[src/pkg/coc_pkg.sv]
/*
  coc_pkg: register map, field layout, reset values and bus codes of the
  comparator output control block.
  Assumes a 32-bit AXI4-Lite register bus with byte addresses.
*/
package coc_pkg;

  // register indices; byte address is four times the index
  localparam int unsigned INDEX_W = 22;
  localparam logic [INDEX_W-1:0] CTRL_IDX = 22'h0f0342;
  localparam logic [INDEX_W-1:0] STAT_IDX = 22'h0f0343;
  localparam logic [INDEX_W-1:0] MASK_IDX = 22'h0f0344;

  // reset values
  localparam logic [7:0] CTRL_RST = 8'h00;
  localparam logic [1:0] STAT_RST = 2'h0;
  localparam logic [1:0] MASK_RST = 2'h0;

  // writable bits of the control register (bit 3 unused)
  localparam int unsigned RSVD_POS = 3;
  localparam logic [7:0] CTRL_WMASK = 8'hf7;

  // axi responses
  localparam logic [1:0] RESP_OKAY = 2'h0;
  localparam logic [1:0] RESP_SLVERR = 2'h2;

  // control register layout, msb first
  typedef struct packed {
    logic speed;
    logic ch1_pol;
    logic ch1_oe;
    logic ch1_ie;
    logic rsvd;
    logic ch0_pol;
    logic ch0_oe;
    logic ch0_ie;
  } coc_ctrl_t;

  // per-channel pin drive
  typedef struct packed {
    logic [1:0] level;
    logic [1:0] oe_b;
    logic [1:0] trig;
  } coc_pins_t;

endpackage : coc_pkg

[src/design/coc_comparator_output_control.sv]
/*
  coc_comparator_output_control: 8-bit comparator output control register
  on an AXI4-Lite slave, with per-channel polarity, pin gating, timer
  trigger gating, interrupt flags with mask, and the speed selection.
  Assumes comparator results synchronous to SYS_CLK and one write and one
  read at most outstanding on the bus.
*/
// Notes on behaviour
// - control register readable, writable, resets to zero
// - bit 7 selects low or high speed
// - bit 6 inverts channel 1 pin level
// - bit 5 gates channel 1 pin output
// - bit 4 lets channel 1 requests flag
// - bit 2 inverts channel 0 pin level
// - bit 1 gates channel 0 pin output
// - bit 0 lets channel 0 requests flag
// - enabling channel 1 requests may set flag 1
// - enabling channel 0 requests may set flag 0
`timescale 1ns/10ps
module coc_comparator_output_control #(
  parameter int unsigned ADDR_W = 24
) (
  input wire logic SYS_CLK,
  input wire logic RST_B,
  input wire logic [ADDR_W-1:0] S_AXI_AWADDR,
  input wire logic S_AXI_AWVALID,
  output logic S_AXI_AWREADY,
  input wire logic [31:0] S_AXI_WDATA,
  input wire logic [3:0] S_AXI_WSTRB,
  input wire logic S_AXI_WVALID,
  output logic S_AXI_WREADY,
  output logic [1:0] S_AXI_BRESP,
  output logic S_AXI_BVALID,
  input wire logic S_AXI_BREADY,
  input wire logic [ADDR_W-1:0] S_AXI_ARADDR,
  input wire logic S_AXI_ARVALID,
  output logic S_AXI_ARREADY,
  output logic [31:0] S_AXI_RDATA,
  output logic [1:0] S_AXI_RRESP,
  output logic S_AXI_RVALID,
  input wire logic S_AXI_RREADY,
  input wire logic CH0_COMPARATOR_RESULT,
  input wire logic CH1_COMPARATOR_RESULT,
  output logic COMPARATOR_SPEED_SELECT,
  output logic CH0_OUTPUT_PIN,
  output logic CH0_OUTPUT_PIN_OE_B,
  output logic CH1_OUTPUT_PIN,
  output logic CH1_OUTPUT_PIN_OE_B,
  output logic CH0_TIMER_TRIGGER,
  output logic CH1_TIMER_TRIGGER,
  output logic IRQ
);

  // address match on the word index
  function automatic logic reg_hit(
    input logic [ADDR_W-1:0] addr,
    input logic [coc_pkg::INDEX_W-1:0] idx
  );
    reg_hit = (addr[ADDR_W-1:2] == idx);
  endfunction : reg_hit

  coc_pkg::coc_ctrl_t ctrl_q;
  coc_pkg::coc_pins_t pins_q;
  logic [1:0] stat_q, mask_q, prev_q, ie_prev_q, bresp_q, rresp_q, stat_d;
  logic [1:0] res_v, pol_v, oe_v, ie_v, out_v, set_ev;
  logic speed_q, irq_q, awready_q, wready_q, aw_have_q, w_have_q, wr_fire;
  logic bvalid_q, arready_q, rvalid_q;
  logic [31:0] rdata_q, wdata_q;
  logic [ADDR_W-1:0] awaddr_q;
  logic [3:0] wstrb_q;

  // bus outputs straight from flops
  assign S_AXI_AWREADY = awready_q;
  assign S_AXI_WREADY = wready_q;
  assign S_AXI_BVALID = bvalid_q;
  assign S_AXI_BRESP = bresp_q;
  assign S_AXI_ARREADY = arready_q;
  assign S_AXI_RVALID = rvalid_q;
  assign S_AXI_RRESP = rresp_q;
  assign S_AXI_RDATA = rdata_q;

  // block outputs straight from flops
  assign COMPARATOR_SPEED_SELECT = speed_q;
  assign CH0_OUTPUT_PIN = pins_q.level[0];
  assign CH1_OUTPUT_PIN = pins_q.level[1];
  assign CH0_OUTPUT_PIN_OE_B = pins_q.oe_b[0];
  assign CH1_OUTPUT_PIN_OE_B = pins_q.oe_b[1];
  assign CH0_TIMER_TRIGGER = pins_q.trig[0];
  assign CH1_TIMER_TRIGGER = pins_q.trig[1];
  assign IRQ = irq_q;

  // write performs once address and data are both held
  assign wr_fire = aw_have_q && w_have_q && !bvalid_q;

  // write address channel: ready pulses one cycle per request
  always_ff @(posedge SYS_CLK or negedge RST_B) begin
    if (!RST_B) begin
      awready_q <= 1'b0;
      aw_have_q <= 1'b0;
      awaddr_q <= '0;
    end else begin
      awready_q <= S_AXI_AWVALID && !awready_q && !aw_have_q && !bvalid_q;
      if (S_AXI_AWVALID && awready_q) begin
        aw_have_q <= 1'b1;
        awaddr_q <= S_AXI_AWADDR;
      end else if (wr_fire) begin
        aw_have_q <= 1'b0;
      end
    end
  end

  // write data channel, taken independently of the address
  always_ff @(posedge SYS_CLK or negedge RST_B) begin
    if (!RST_B) begin
      wready_q <= 1'b0;
      w_have_q <= 1'b0;
      wdata_q <= '0;
      wstrb_q <= '0;
    end else begin
      wready_q <= S_AXI_WVALID && !wready_q && !w_have_q && !bvalid_q;
      if (S_AXI_WVALID && wready_q) begin
        w_have_q <= 1'b1;
        wdata_q <= S_AXI_WDATA;
        wstrb_q <= S_AXI_WSTRB;
      end else if (wr_fire) begin
        w_have_q <= 1'b0;
      end
    end
  end

  // write response, slverr for an unmapped word
  always_ff @(posedge SYS_CLK or negedge RST_B) begin
    if (!RST_B) begin
      bvalid_q <= 1'b0;
      bresp_q <= coc_pkg::RESP_OKAY;
    end else if (wr_fire) begin
      bvalid_q <= 1'b1;
      if (reg_hit(awaddr_q, coc_pkg::CTRL_IDX) ||
          reg_hit(awaddr_q, coc_pkg::STAT_IDX) ||
          reg_hit(awaddr_q, coc_pkg::MASK_IDX)) begin
        bresp_q <= coc_pkg::RESP_OKAY;
      end else begin
        bresp_q <= coc_pkg::RESP_SLVERR;
      end
    end else if (S_AXI_BREADY && bvalid_q) begin
      bvalid_q <= 1'b0;
    end
  end

  // control register, bit 3 held at zero
  always_ff @(posedge SYS_CLK or negedge RST_B) begin
    if (!RST_B) begin
      ctrl_q <= coc_pkg::CTRL_RST;
    end else if (wr_fire && wstrb_q[0] &&
                 reg_hit(awaddr_q, coc_pkg::CTRL_IDX)) begin
      ctrl_q <= wdata_q[7:0] & coc_pkg::CTRL_WMASK;
    end
  end

  // interrupt mask register
  always_ff @(posedge SYS_CLK or negedge RST_B) begin
    if (!RST_B) begin
      mask_q <= coc_pkg::MASK_RST;
    end else if (wr_fire && wstrb_q[0] &&
                 reg_hit(awaddr_q, coc_pkg::MASK_IDX)) begin
      mask_q <= wdata_q[1:0];
    end
  end

  // read channel, data answered one cycle after the address is taken
  always_ff @(posedge SYS_CLK or negedge RST_B) begin
    if (!RST_B) begin
      arready_q <= 1'b0;
      rvalid_q <= 1'b0;
      rresp_q <= coc_pkg::RESP_OKAY;
      rdata_q <= '0;
    end else begin
      arready_q <= S_AXI_ARVALID && !arready_q && !rvalid_q;
      if (S_AXI_ARVALID && arready_q) begin
        rvalid_q <= 1'b1;
        rresp_q <= coc_pkg::RESP_OKAY;
        if (reg_hit(S_AXI_ARADDR, coc_pkg::CTRL_IDX)) begin
          rdata_q <= {24'h000000, ctrl_q};
        end else if (reg_hit(S_AXI_ARADDR, coc_pkg::STAT_IDX)) begin
          rdata_q <= {30'h0, stat_q};
        end else if (reg_hit(S_AXI_ARADDR, coc_pkg::MASK_IDX)) begin
          rdata_q <= {30'h0, mask_q};
        end else begin
          rdata_q <= 32'h00000000;
          rresp_q <= coc_pkg::RESP_SLVERR;
        end
      end else if (S_AXI_RREADY && rvalid_q) begin
        rvalid_q <= 1'b0;
      end
    end
  end

  // channel vectors, index 1 is channel 1
  assign res_v = {CH1_COMPARATOR_RESULT, CH0_COMPARATOR_RESULT};
  assign pol_v = {ctrl_q.ch1_pol, ctrl_q.ch0_pol};
  assign oe_v = {ctrl_q.ch1_oe, ctrl_q.ch0_oe};
  assign ie_v = {ctrl_q.ch1_ie, ctrl_q.ch0_ie};

  // per-channel polarity and request events
  generate
    for (genvar gi = 0; gi < 2; gi++) begin : g_ch
      // polarity applied to the comparator result
      assign out_v[gi] = res_v[gi] ^ pol_v[gi];
      // rising output while enabled, or enable rising while output high
      assign set_ev[gi] = ie_v[gi] &&
        ((out_v[gi] && !prev_q[gi]) ||
         (out_v[gi] && !ie_prev_q[gi]));
    end
  endgenerate

  // pin level, pin enable and timer trigger, all gated by pin enable
  always_ff @(posedge SYS_CLK or negedge RST_B) begin
    if (!RST_B) begin
      pins_q.level <= 2'h0;
      pins_q.oe_b <= 2'h3;
      pins_q.trig <= 2'h0;
    end else begin
      pins_q.level <= out_v & oe_v;
      pins_q.oe_b <= ~oe_v;
      pins_q.trig <= out_v & oe_v;
    end
  end

  // speed selection; comparators are stopped by software beforehand
  always_ff @(posedge SYS_CLK or negedge RST_B) begin
    if (!RST_B) begin
      speed_q <= 1'b0;
    end else begin
      speed_q <= ctrl_q.speed;
    end
  end

  // edge history of outputs and enables
  always_ff @(posedge SYS_CLK or negedge RST_B) begin
    if (!RST_B) begin
      prev_q <= 2'h0;
      ie_prev_q <= 2'h0;
    end else begin
      prev_q <= out_v;
      ie_prev_q <= ie_v;
    end
  end

  // sticky flags: write one clears, a new event wins over the clear
  always_comb begin
    stat_d = stat_q;
    if (wr_fire && wstrb_q[0] && reg_hit(awaddr_q, coc_pkg::STAT_IDX)) begin
      stat_d = stat_q & ~wdata_q[1:0];
    end
    stat_d = stat_d | set_ev;
  end

  // flag register and masked interrupt level
  always_ff @(posedge SYS_CLK or negedge RST_B) begin
    if (!RST_B) begin
      stat_q <= coc_pkg::STAT_RST;
      irq_q <= 1'b0;
    end else begin
      stat_q <= stat_d;
      irq_q <= |(stat_q & mask_q);
    end
  end

  // checks
  property p_ctrl_reset;
    @(posedge SYS_CLK) disable iff (!RST_B)
      !$past(RST_B) |-> (ctrl_q == coc_pkg::CTRL_RST && !speed_q);
  endproperty
  a_ctrl_reset: assert property (p_ctrl_reset)
    else $error("control register not zero after reset");
  property p_speed;
    @(posedge SYS_CLK) disable iff (!RST_B)
      (wr_fire && wstrb_q[0] && reg_hit(awaddr_q, coc_pkg::CTRL_IDX))
      |-> ##2 (speed_q == $past(wdata_q[7], 2));
  endproperty
  a_speed: assert property (p_speed)
    else $error("speed output does not follow written bit 7");
  property p_ch1_level;
    @(posedge SYS_CLK) disable iff (!RST_B)
      ctrl_q.ch1_oe |=> (CH1_OUTPUT_PIN ==
        ($past(CH1_COMPARATOR_RESULT) ^ $past(ctrl_q.ch1_pol)));
  endproperty
  a_ch1_level: assert property (p_ch1_level)
    else $error("channel 1 pin level wrong for polarity");
  property p_ch1_gate;
    @(posedge SYS_CLK) disable iff (!RST_B)
      !ctrl_q.ch1_oe |=> (CH1_OUTPUT_PIN_OE_B && !CH1_OUTPUT_PIN &&
        !CH1_TIMER_TRIGGER);
  endproperty
  a_ch1_gate: assert property (p_ch1_gate)
    else $error("channel 1 drives while disabled");
  property p_ch1_ie;
    @(posedge SYS_CLK) disable iff (!RST_B)
      $rose(stat_q[1]) |-> $past(ctrl_q.ch1_ie);
  endproperty
  a_ch1_ie: assert property (p_ch1_ie)
    else $error("channel 1 flag set while requests blocked");
  property p_ch0_level;
    @(posedge SYS_CLK) disable iff (!RST_B)
      ctrl_q.ch0_oe |=> (CH0_OUTPUT_PIN ==
        ($past(CH0_COMPARATOR_RESULT) ^ $past(ctrl_q.ch0_pol)));
  endproperty
  a_ch0_level: assert property (p_ch0_level)
    else $error("channel 0 pin level wrong for polarity");
  property p_ch0_gate;
    @(posedge SYS_CLK) disable iff (!RST_B)
      ctrl_q.ch0_oe |=> (!CH0_OUTPUT_PIN_OE_B &&
        CH0_TIMER_TRIGGER == CH0_OUTPUT_PIN);
  endproperty
  a_ch0_gate: assert property (p_ch0_gate)
    else $error("channel 0 not driven while enabled");
  property p_ch0_ie;
    @(posedge SYS_CLK) disable iff (!RST_B)
      $rose(stat_q[0]) |-> $past(ctrl_q.ch0_ie);
  endproperty
  a_ch0_ie: assert property (p_ch0_ie)
    else $error("channel 0 flag set while requests blocked");
  property p_ch1_enable_flag;
    @(posedge SYS_CLK) disable iff (!RST_B)
      ($rose(ctrl_q.ch1_ie) && out_v[1]) |=> stat_q[1];
  endproperty
  a_ch1_enable_flag: assert property (p_ch1_enable_flag)
    else $error("channel 1 enable edge did not set flag");
  property p_ch0_enable_flag;
    @(posedge SYS_CLK) disable iff (!RST_B)
      ($rose(ctrl_q.ch0_ie) && out_v[0]) |=> stat_q[0];
  endproperty
  a_ch0_enable_flag: assert property (p_ch0_enable_flag)
    else $error("channel 0 enable edge did not set flag");
  property p_trigger;
    @(posedge SYS_CLK) disable iff (!RST_B)
      $rose(CH1_TIMER_TRIGGER) |-> $past(ctrl_q.ch1_oe);
  endproperty
  a_trigger: assert property (p_trigger)
    else $error("timer trigger without pin enable");

  property p_rsvd;
    @(posedge SYS_CLK) disable iff (!RST_B)
      ctrl_q.rsvd == 1'b0;
  endproperty
  a_rsvd: assert property (p_rsvd)
    else $error("unused bit 3 is set");

  property p_irq;
    @(posedge SYS_CLK) disable iff (!RST_B)
      (stat_q[0] && mask_q[0]) |=> IRQ;
  endproperty
  a_irq: assert property (p_irq)
    else $error("unmasked flag did not raise interrupt");

  c_write: cover property (@(posedge SYS_CLK) disable iff (!RST_B)
    wr_fire ##[1:4] (S_AXI_BVALID && S_AXI_BREADY));
  c_read: cover property (@(posedge SYS_CLK) disable iff (!RST_B)
    (S_AXI_ARVALID && arready_q) ##1 S_AXI_RVALID);
  c_irq: cover property (@(posedge SYS_CLK) disable iff (!RST_B)
    $rose(IRQ));
  c_trig: cover property (@(posedge SYS_CLK) disable iff (!RST_B)
    $rose(CH0_TIMER_TRIGGER));
endmodule : coc_comparator_output_control

[config.mk]
export PLATFORM = sky130hd
export DESIGN_NAME = coc_comparator_output_control
export DESIGN_NICKNAME = d
export VERILOG_FILES = /design/src/pkg/coc_pkg.sv /design/src/design/coc_comparator_output_control.sv
export SDC_FILE = /design/constraint.sdc
export NUM_CORES = 1
export LEC_CHECK = 0
export BUFFER_PORTS_ARGS = -buffer_cell sky130_fd_sc_hd__buf_4
export CORE_MARGIN = 2
export CORE_UTILIZATION = 35
export CTS_CLUSTER_DIAMETER = 40
export DETAILED_ROUTE_END_ITERATION = 10
export PLACE_DENSITY_LB_ADDON = 0.15
export SLEW_MARGIN = 20
export SYNTH_ARGS = -nofsm -noshare
export SYNTH_HDL_FRONTEND = slang
export SYNTH_SLANG_ARGS = --single-unit
[constraint.sdc]
create_clock -name SYS_CLK -period 2.1 [get_ports SYS_CLK]
set_input_delay 0.42 -clock SYS_CLK [delete_from_list [all_inputs] [get_ports SYS_CLK]]
set_output_delay 0.42 -clock SYS_CLK [all_outputs]
set_load 0.005 [all_outputs]
==> impl_results.md, run 1 <==
- Post-cts sizing count: 0
- Post-layout util: roughly 46%
- Synthesized instance count: 230
- Maximum vdd drop: 569 uV
- Most used DFF post-synth: dfrtp_1
- Fin Setup TNS: 0 ns
- Nets: around 410
- Flops & latches, synth: 67
- Die Width: 95.1 um
- Mapped Area: 2900 um2
- Ant. Diodes: 0
- Static leakage: 1.83 nW
- CP max FO: 7
- Sequential share of the synthesized area: 57.9%
- Share of post-route cells with drive strength above 1: 44.3%
- Chip height: 95.1 um
- Worst path max stage delay: 0.41 ns
- Area contributors post-synth: dfrtp_1 (56%), mux2_2 (15%), buf_4 (7.5%)
- Initial antenna violation count: 0
- Final Max Slew Viols: 0
- H-tree levels: 3
- Bufs on Longest Clock Path: 2
- Clock slew seen by the registers of the worst setup and hold paths: 0.07 ns
- GRT Total Usage: 13.3%
- Yosys warning total: 0
- Hold_buf cts: 0
- RD Place Congestion: ~0.69
- Worst EP required: between 2 and 2.5 ns
- Worst-case clock skew: 0.00495 ns
- Dominant cell type by area after synthesis: dfrtp_1
- # setup viols final: 0
- CP startpoint kind: register
- Drt drc: 0
- Most common cell after layout, fill and taps aside: buf_4
- Crit path DAT: 2.03 ns
- Final Hold Fails: 0
- First-pass GRT wire length: 9.07 mm
- EDFF count, synth: 0
- Avg Inst Size Synth: 12.6 um2
- Worst hold path type: primary input to async pin
- Die ar.: approximately 9000 um2
- RSZ-0062 raised after global routing: false
- Tcrit/Tclk final: 86.5%
- Delay-heaviest family, CP: simple AND/OR/NAND/NOR gates
- Buffers & Inverters on Critical Path: 0
- FILL cells: 790
- Max stage delay cell, worst path: or3_4
- Max-Cap Viols: 0
- 1st-pass router iterations: 5
- F_max: 551 MHz
- Clk sinks: 67
- WS Path Type: register to register
- Post-route ant nets: 0
- Syn-to-layout area delta: 29.1%
- Core Footprint: 8130 um2
- CTS Buf Count: 9
- Netlist cell types: 36
- GRT Residual Overflow: 0
- Largest net degree at the start of global routing: 37
- Starting Density: 35.7%
- Async set-reset flop share out of synthesis: 100%
- Post-Route WL: between 5 and 6 mm
- Vias after detailed routing: 1948
- Status: completed
- Port bufs: ~80
- DRT iter0 DRCs: 38
- Dpl hpwl: 4.18 mm
- Critical path endpoint category: register
- Clock root buffer: clkbuf_8
- Post-CTS Setup Inserts: 0
- Power per cell area: slightly below 1000 nW/um2
- Most frequent cells in the layout: buf_4 (84), dfrtp_1 (65), mux2_2 (39)
- TritonCTS clock tree: done
- Rows: 33
- Minimum clock period: 1.82 ns
- DR WL/cell: roughly 13 um
- CP cell instances: or3_4 > nor4_4 > nand3_2 > mux2_2
- Post-synth top area share: between 50% and 60%
- I/O pin count: roughly 140
- Reg2Reg Launch Point: awaddr_q[5]
- Setup crit start: awaddr_q[5]
- Vias in the first global route: slightly below 2000
- Clk_lat worst skew: 0.32 ns
- DR vias/cell: 4.53
[metal layers]
| metal | global-route usage (%) | up-vias | share of wire, % |
|---|---|---|---|
| met2 | 22.5 | 88 | 47 |
| li1 | - | 930 | - |
| met4 | 5.80 | 0 | 1.2 |
| met5 | 0 | - | 0 |
| met3 | 4.58 | 8 | 10 |
| met1 | 15.3 | 922 | 42 |
[power by group]
| group | total, W | switching, W | internal [W] |
|---|---|---|---|
| Combinational | 0.000767 | 0.000279 | 0.000488 |
| Sequential | 0.00187 | 0.000227 | 0.00164 |
| Clock | 0.00104 | 0.000465 | 0.000575 |
[synthesized netlist by cell type (all sizes together) (2+ instances only)]
cell type and n:
dfrtp 65, mux2 39, buf 31, nand2 14, o21ai 13, inv 10, nand3 9, a21o 4
nor4 4, a21oi 3, a22o 3, nand4 3, nor4b 3, and2 2, and3 2, and4b 2
dfstp 2, nand3b 2, nor2 2, nor2b 2, nor3b 2, xor2 2
[stage by stage]
stage | total power (W) | std cells | area [um2] | setup slack (ns) | hold WS [ns]
final | 0.00368 | 430 | 3750 | 0.284 | 0.0243
after global routing | 0.00393 | 430 | 3750 | 0.150 | 0.0427
after CTS | 0.00375 | 430 | 3750 | 0.233 | 0.0265
after detailed placement | 0.00269 | 414 | 3550 | 0.244 | 0.389
after global placement | 0.00265 | 414 | 3550 | 0.269 | 0.392
after floorplan | 0.00240 | 256 | 3000 | 0.482 | 0.124
[registers in the layout (all words and copies together) (netlist names), 2 cells and up]
signal	cells
awaddr_q	22
stat_q	2
ctrl_q	7
prev_q	2
S_AXI_RDATA	7
mask_q	2
ie_prev_q	2
wdata_q	7
[cells by family after synthesis]
family          after synthesis  synth area share (%)
mux                          39                  15.1
xor+xnor                      2                 0.604
flops                        67                  57.9
buf+inv                      42                  9.19
other cells                   1                 0.129
compound gates               25                  5.22
simple gates                 54                  11.9
[cell type report]
cell class                 count  area (um2)  share of cell area, %
clock buffer                  11         141                   3.77
clock inverter                 5        52.6                   1.40
inverter                      10        37.5                   1.00
multi-input combinational    147        1050                   28.1
sequential                    67        1680                   44.8
tap                          105         131                   3.51
timing repair buffer          85         651                   17.4
[final timing paths]
path | endpoint | slack, ns | cells past startpoint
worst max register to register | ctrl_q[5] | 0.28 | 4
worst min register to register | COMPARATOR_SPEED_SELECT | 0.42 | 0
worst min-delay path | CH0_TIMER_TRIGGER | 0.02 | 1
min in group SYS_CLK | S_AXI_BVALID | 0.26 | 2
worst max-delay path | ctrl_q[5] | 0.28 | 4
max in group asynchronous | CH1_OUTPUT_PIN_OE_B | 1.46 | 2
Power figures use the tool's default switching activity.
==> run 2: changes to the inputs <==
--- a/config.mk
+++ b/config.mk
@@ -10,6 +10,7 @@
 export CORE_UTILIZATION = 35
 export CTS_CLUSTER_DIAMETER = 40
 export DETAILED_ROUTE_END_ITERATION = 10
+export GPL_TIMING_DRIVEN = 0
 export PLACE_DENSITY_LB_ADDON = 0.15
 export SLEW_MARGIN = 20
 export SYNTH_ARGS = -nofsm -noshare
==> impl_results.md, run 2 (same netlist as run 1, synthesis figures left out) <==
- Relative slew slack: 44.6%
- Nets: 442
- Initial antenna violation count: 0
- Max stage delay cell, worst path: or3_4
- CTS Buf Count: 9
- Drt drc: 0
- Critical path endpoint category: register
- Core Footprint: 8130 um2
- Bufs on Longest Clock Path: 2
- Footprint of the multi-input gates: 1050 um2
- Dpl cell area: 3750 um2
- GRT Residual Overflow: 0
- CP cell instances: or3_4 > nor4_4 > nand3_2 > mux2_2
- F_max: 551 MHz
- Status: completed
- Slew at the pin closest to its max-slew limit: 0.831 ns
- Starting Density: 35.7%
- Static leakage: 1.99 nW
- Vias in the first global route: 1893
- Final Hold Fails: 0
- Most common cell after layout, fill and taps aside: buf_4
- H-tree levels: 3
- Crit path DAT: slightly above 2 ns
- Fin Setup TNS: 0 ns
- Most frequent cells in the layout: buf_4 (111), dfrtp_1 (65), mux2_2 (39)
- DR WL/cell: 12.0 um
- Maximum vdd drop: around 540 uV
- Max reg flops: 22
- Biggest register: awaddr_q
- Clock slew seen by the registers of the worst setup and hold paths: around 0.070 ns
- Final Non-Filler Cells: about 460
- Tcrit/Tclk final: approximately 86%
- Dpl hpwl: between 4 and 5 mm
- Buffers & Inverters on Critical Path: 0
- Ant. Diodes: 0
- Power per cell area: 975 nW/um2
- # setup viols final: 0
- Worst-case clock skew: 0.00666 ns
- Max-Cap Viols: 0
- Clk_lat worst skew: ~0.34 ns
- Worst hold path type: primary input to async pin
- Delay-heaviest family, CP: simple AND/OR/NAND/NOR gates
- Minimum clock period: 1.81 ns
- Final Max Slew Viols: 0
- Clk sinks: 67
- Syn-to-layout area delta: 37.0%
- I/O pin count: between 100 and 150
- TritonCTS clock tree: done
- WS Path Type: register to register
- Hold_buf cts: 0
- CP startpoint kind: register
- Vias after detailed routing: 2008
- Port bufs: 82
- Worst Slack Setup Final: 0.287 ns
- GRT Total Usage: 12.9%
- FILL cells: 782
- Worst EP required: 2.32 ns
- Die ar.: around 9000 um2
- CP max FO: 7
- Worst hold margin: 0.162 ns
- Pre-CTS WS: 0.256 ns
- Post-CTS Setup Inserts: 0
- Clock root buffer: clkbuf_8
- DR vias/cell: 4.37
- RSZ-0062 raised after global routing: false
- 1st-pass router iterations: 3
- Post-cts sizing count: 0
- Rows: 33
- Share of post-route cells with drive strength above 1: between 40% and 50%
- Post-route ant nets: 0
- Post-Route WL: 5.52 mm
- Placed Cells: 443
- First-pass GRT wire length: 8.83 mm
- Finished Cell Area: 3970 um2
- DRT iter0 DRCs: between 70 and 80
- Register Area: approximately 1700 um2
- Largest net degree at the start of global routing: 68
- Die Width: 95.1 um
- Worst path max stage delay: 0.41 ns
- RD Place Congestion: 0.719
- Chip height: 95.1 um
run 2: cell types whose count changed in the layout (fill, tap and decap cells not counted), sizes merged:
cell    delta
clkinv     -2
bufinv     +1
buf       +28
clkbuf     +2
run 2: area by class of cell:
class	count	share of cell area [%]
Timing Repair Buffer	82	15.5
Clock buffer	12	3.90
Inverter	10	0.945
Sequential cell	67	42.3
Multi-Input combinational cell	147	26.5
Buffer	32	5.76
Clock inverter	4	1.83
Tap cell	105	3.31
run 2: layer usage:
layer	GRT usage (%)	vias up	routed length (um)
li1	-	992	-
met1	14.7	918	2300
met2	21.3	91	2490
met3	6.88	7	681
met4	3.62	0	53
met5	0	-	0
run 2: power by group:
part | internal [W] | total, W | switching, W
combinational | 0.000513 | 0.000797 | 0.000285
clock | 0.000732 | 0.00121 | 0.000475
sequential | 0.00164 | 0.00187 | 0.000225
total | 0.00289 | 0.00387 | 0.000985
run 2: worst paths after layout:
kind,endpoint,slack (ns),cells past startpoint,from
setup reg to reg,ctrl_q[0],0.29,4,awaddr_q[5]
min in group SYS_CLK,S_AXI_BVALID,0.26,2,S_AXI_BREADY
max in group asynchronous,ie_prev_q[1],1.37,1,RST_B
setup / recovery,ctrl_q[0],0.29,4,awaddr_q[5]
hold / removal,S_AXI_ARREADY,0.16,1,RST_B
hold reg to reg,COMPARATOR_SPEED_SELECT,0.42,0,ctrl_q[7]
run 2: stage by stage:
stage               power, W  utilization (%)
CTS                  0.00393             48.9
floorplan            0.00240                -
detailed placement   0.00271             46.1
global route         0.00414             48.9
global placement     0.00268             46.1
finish               0.00387             48.9
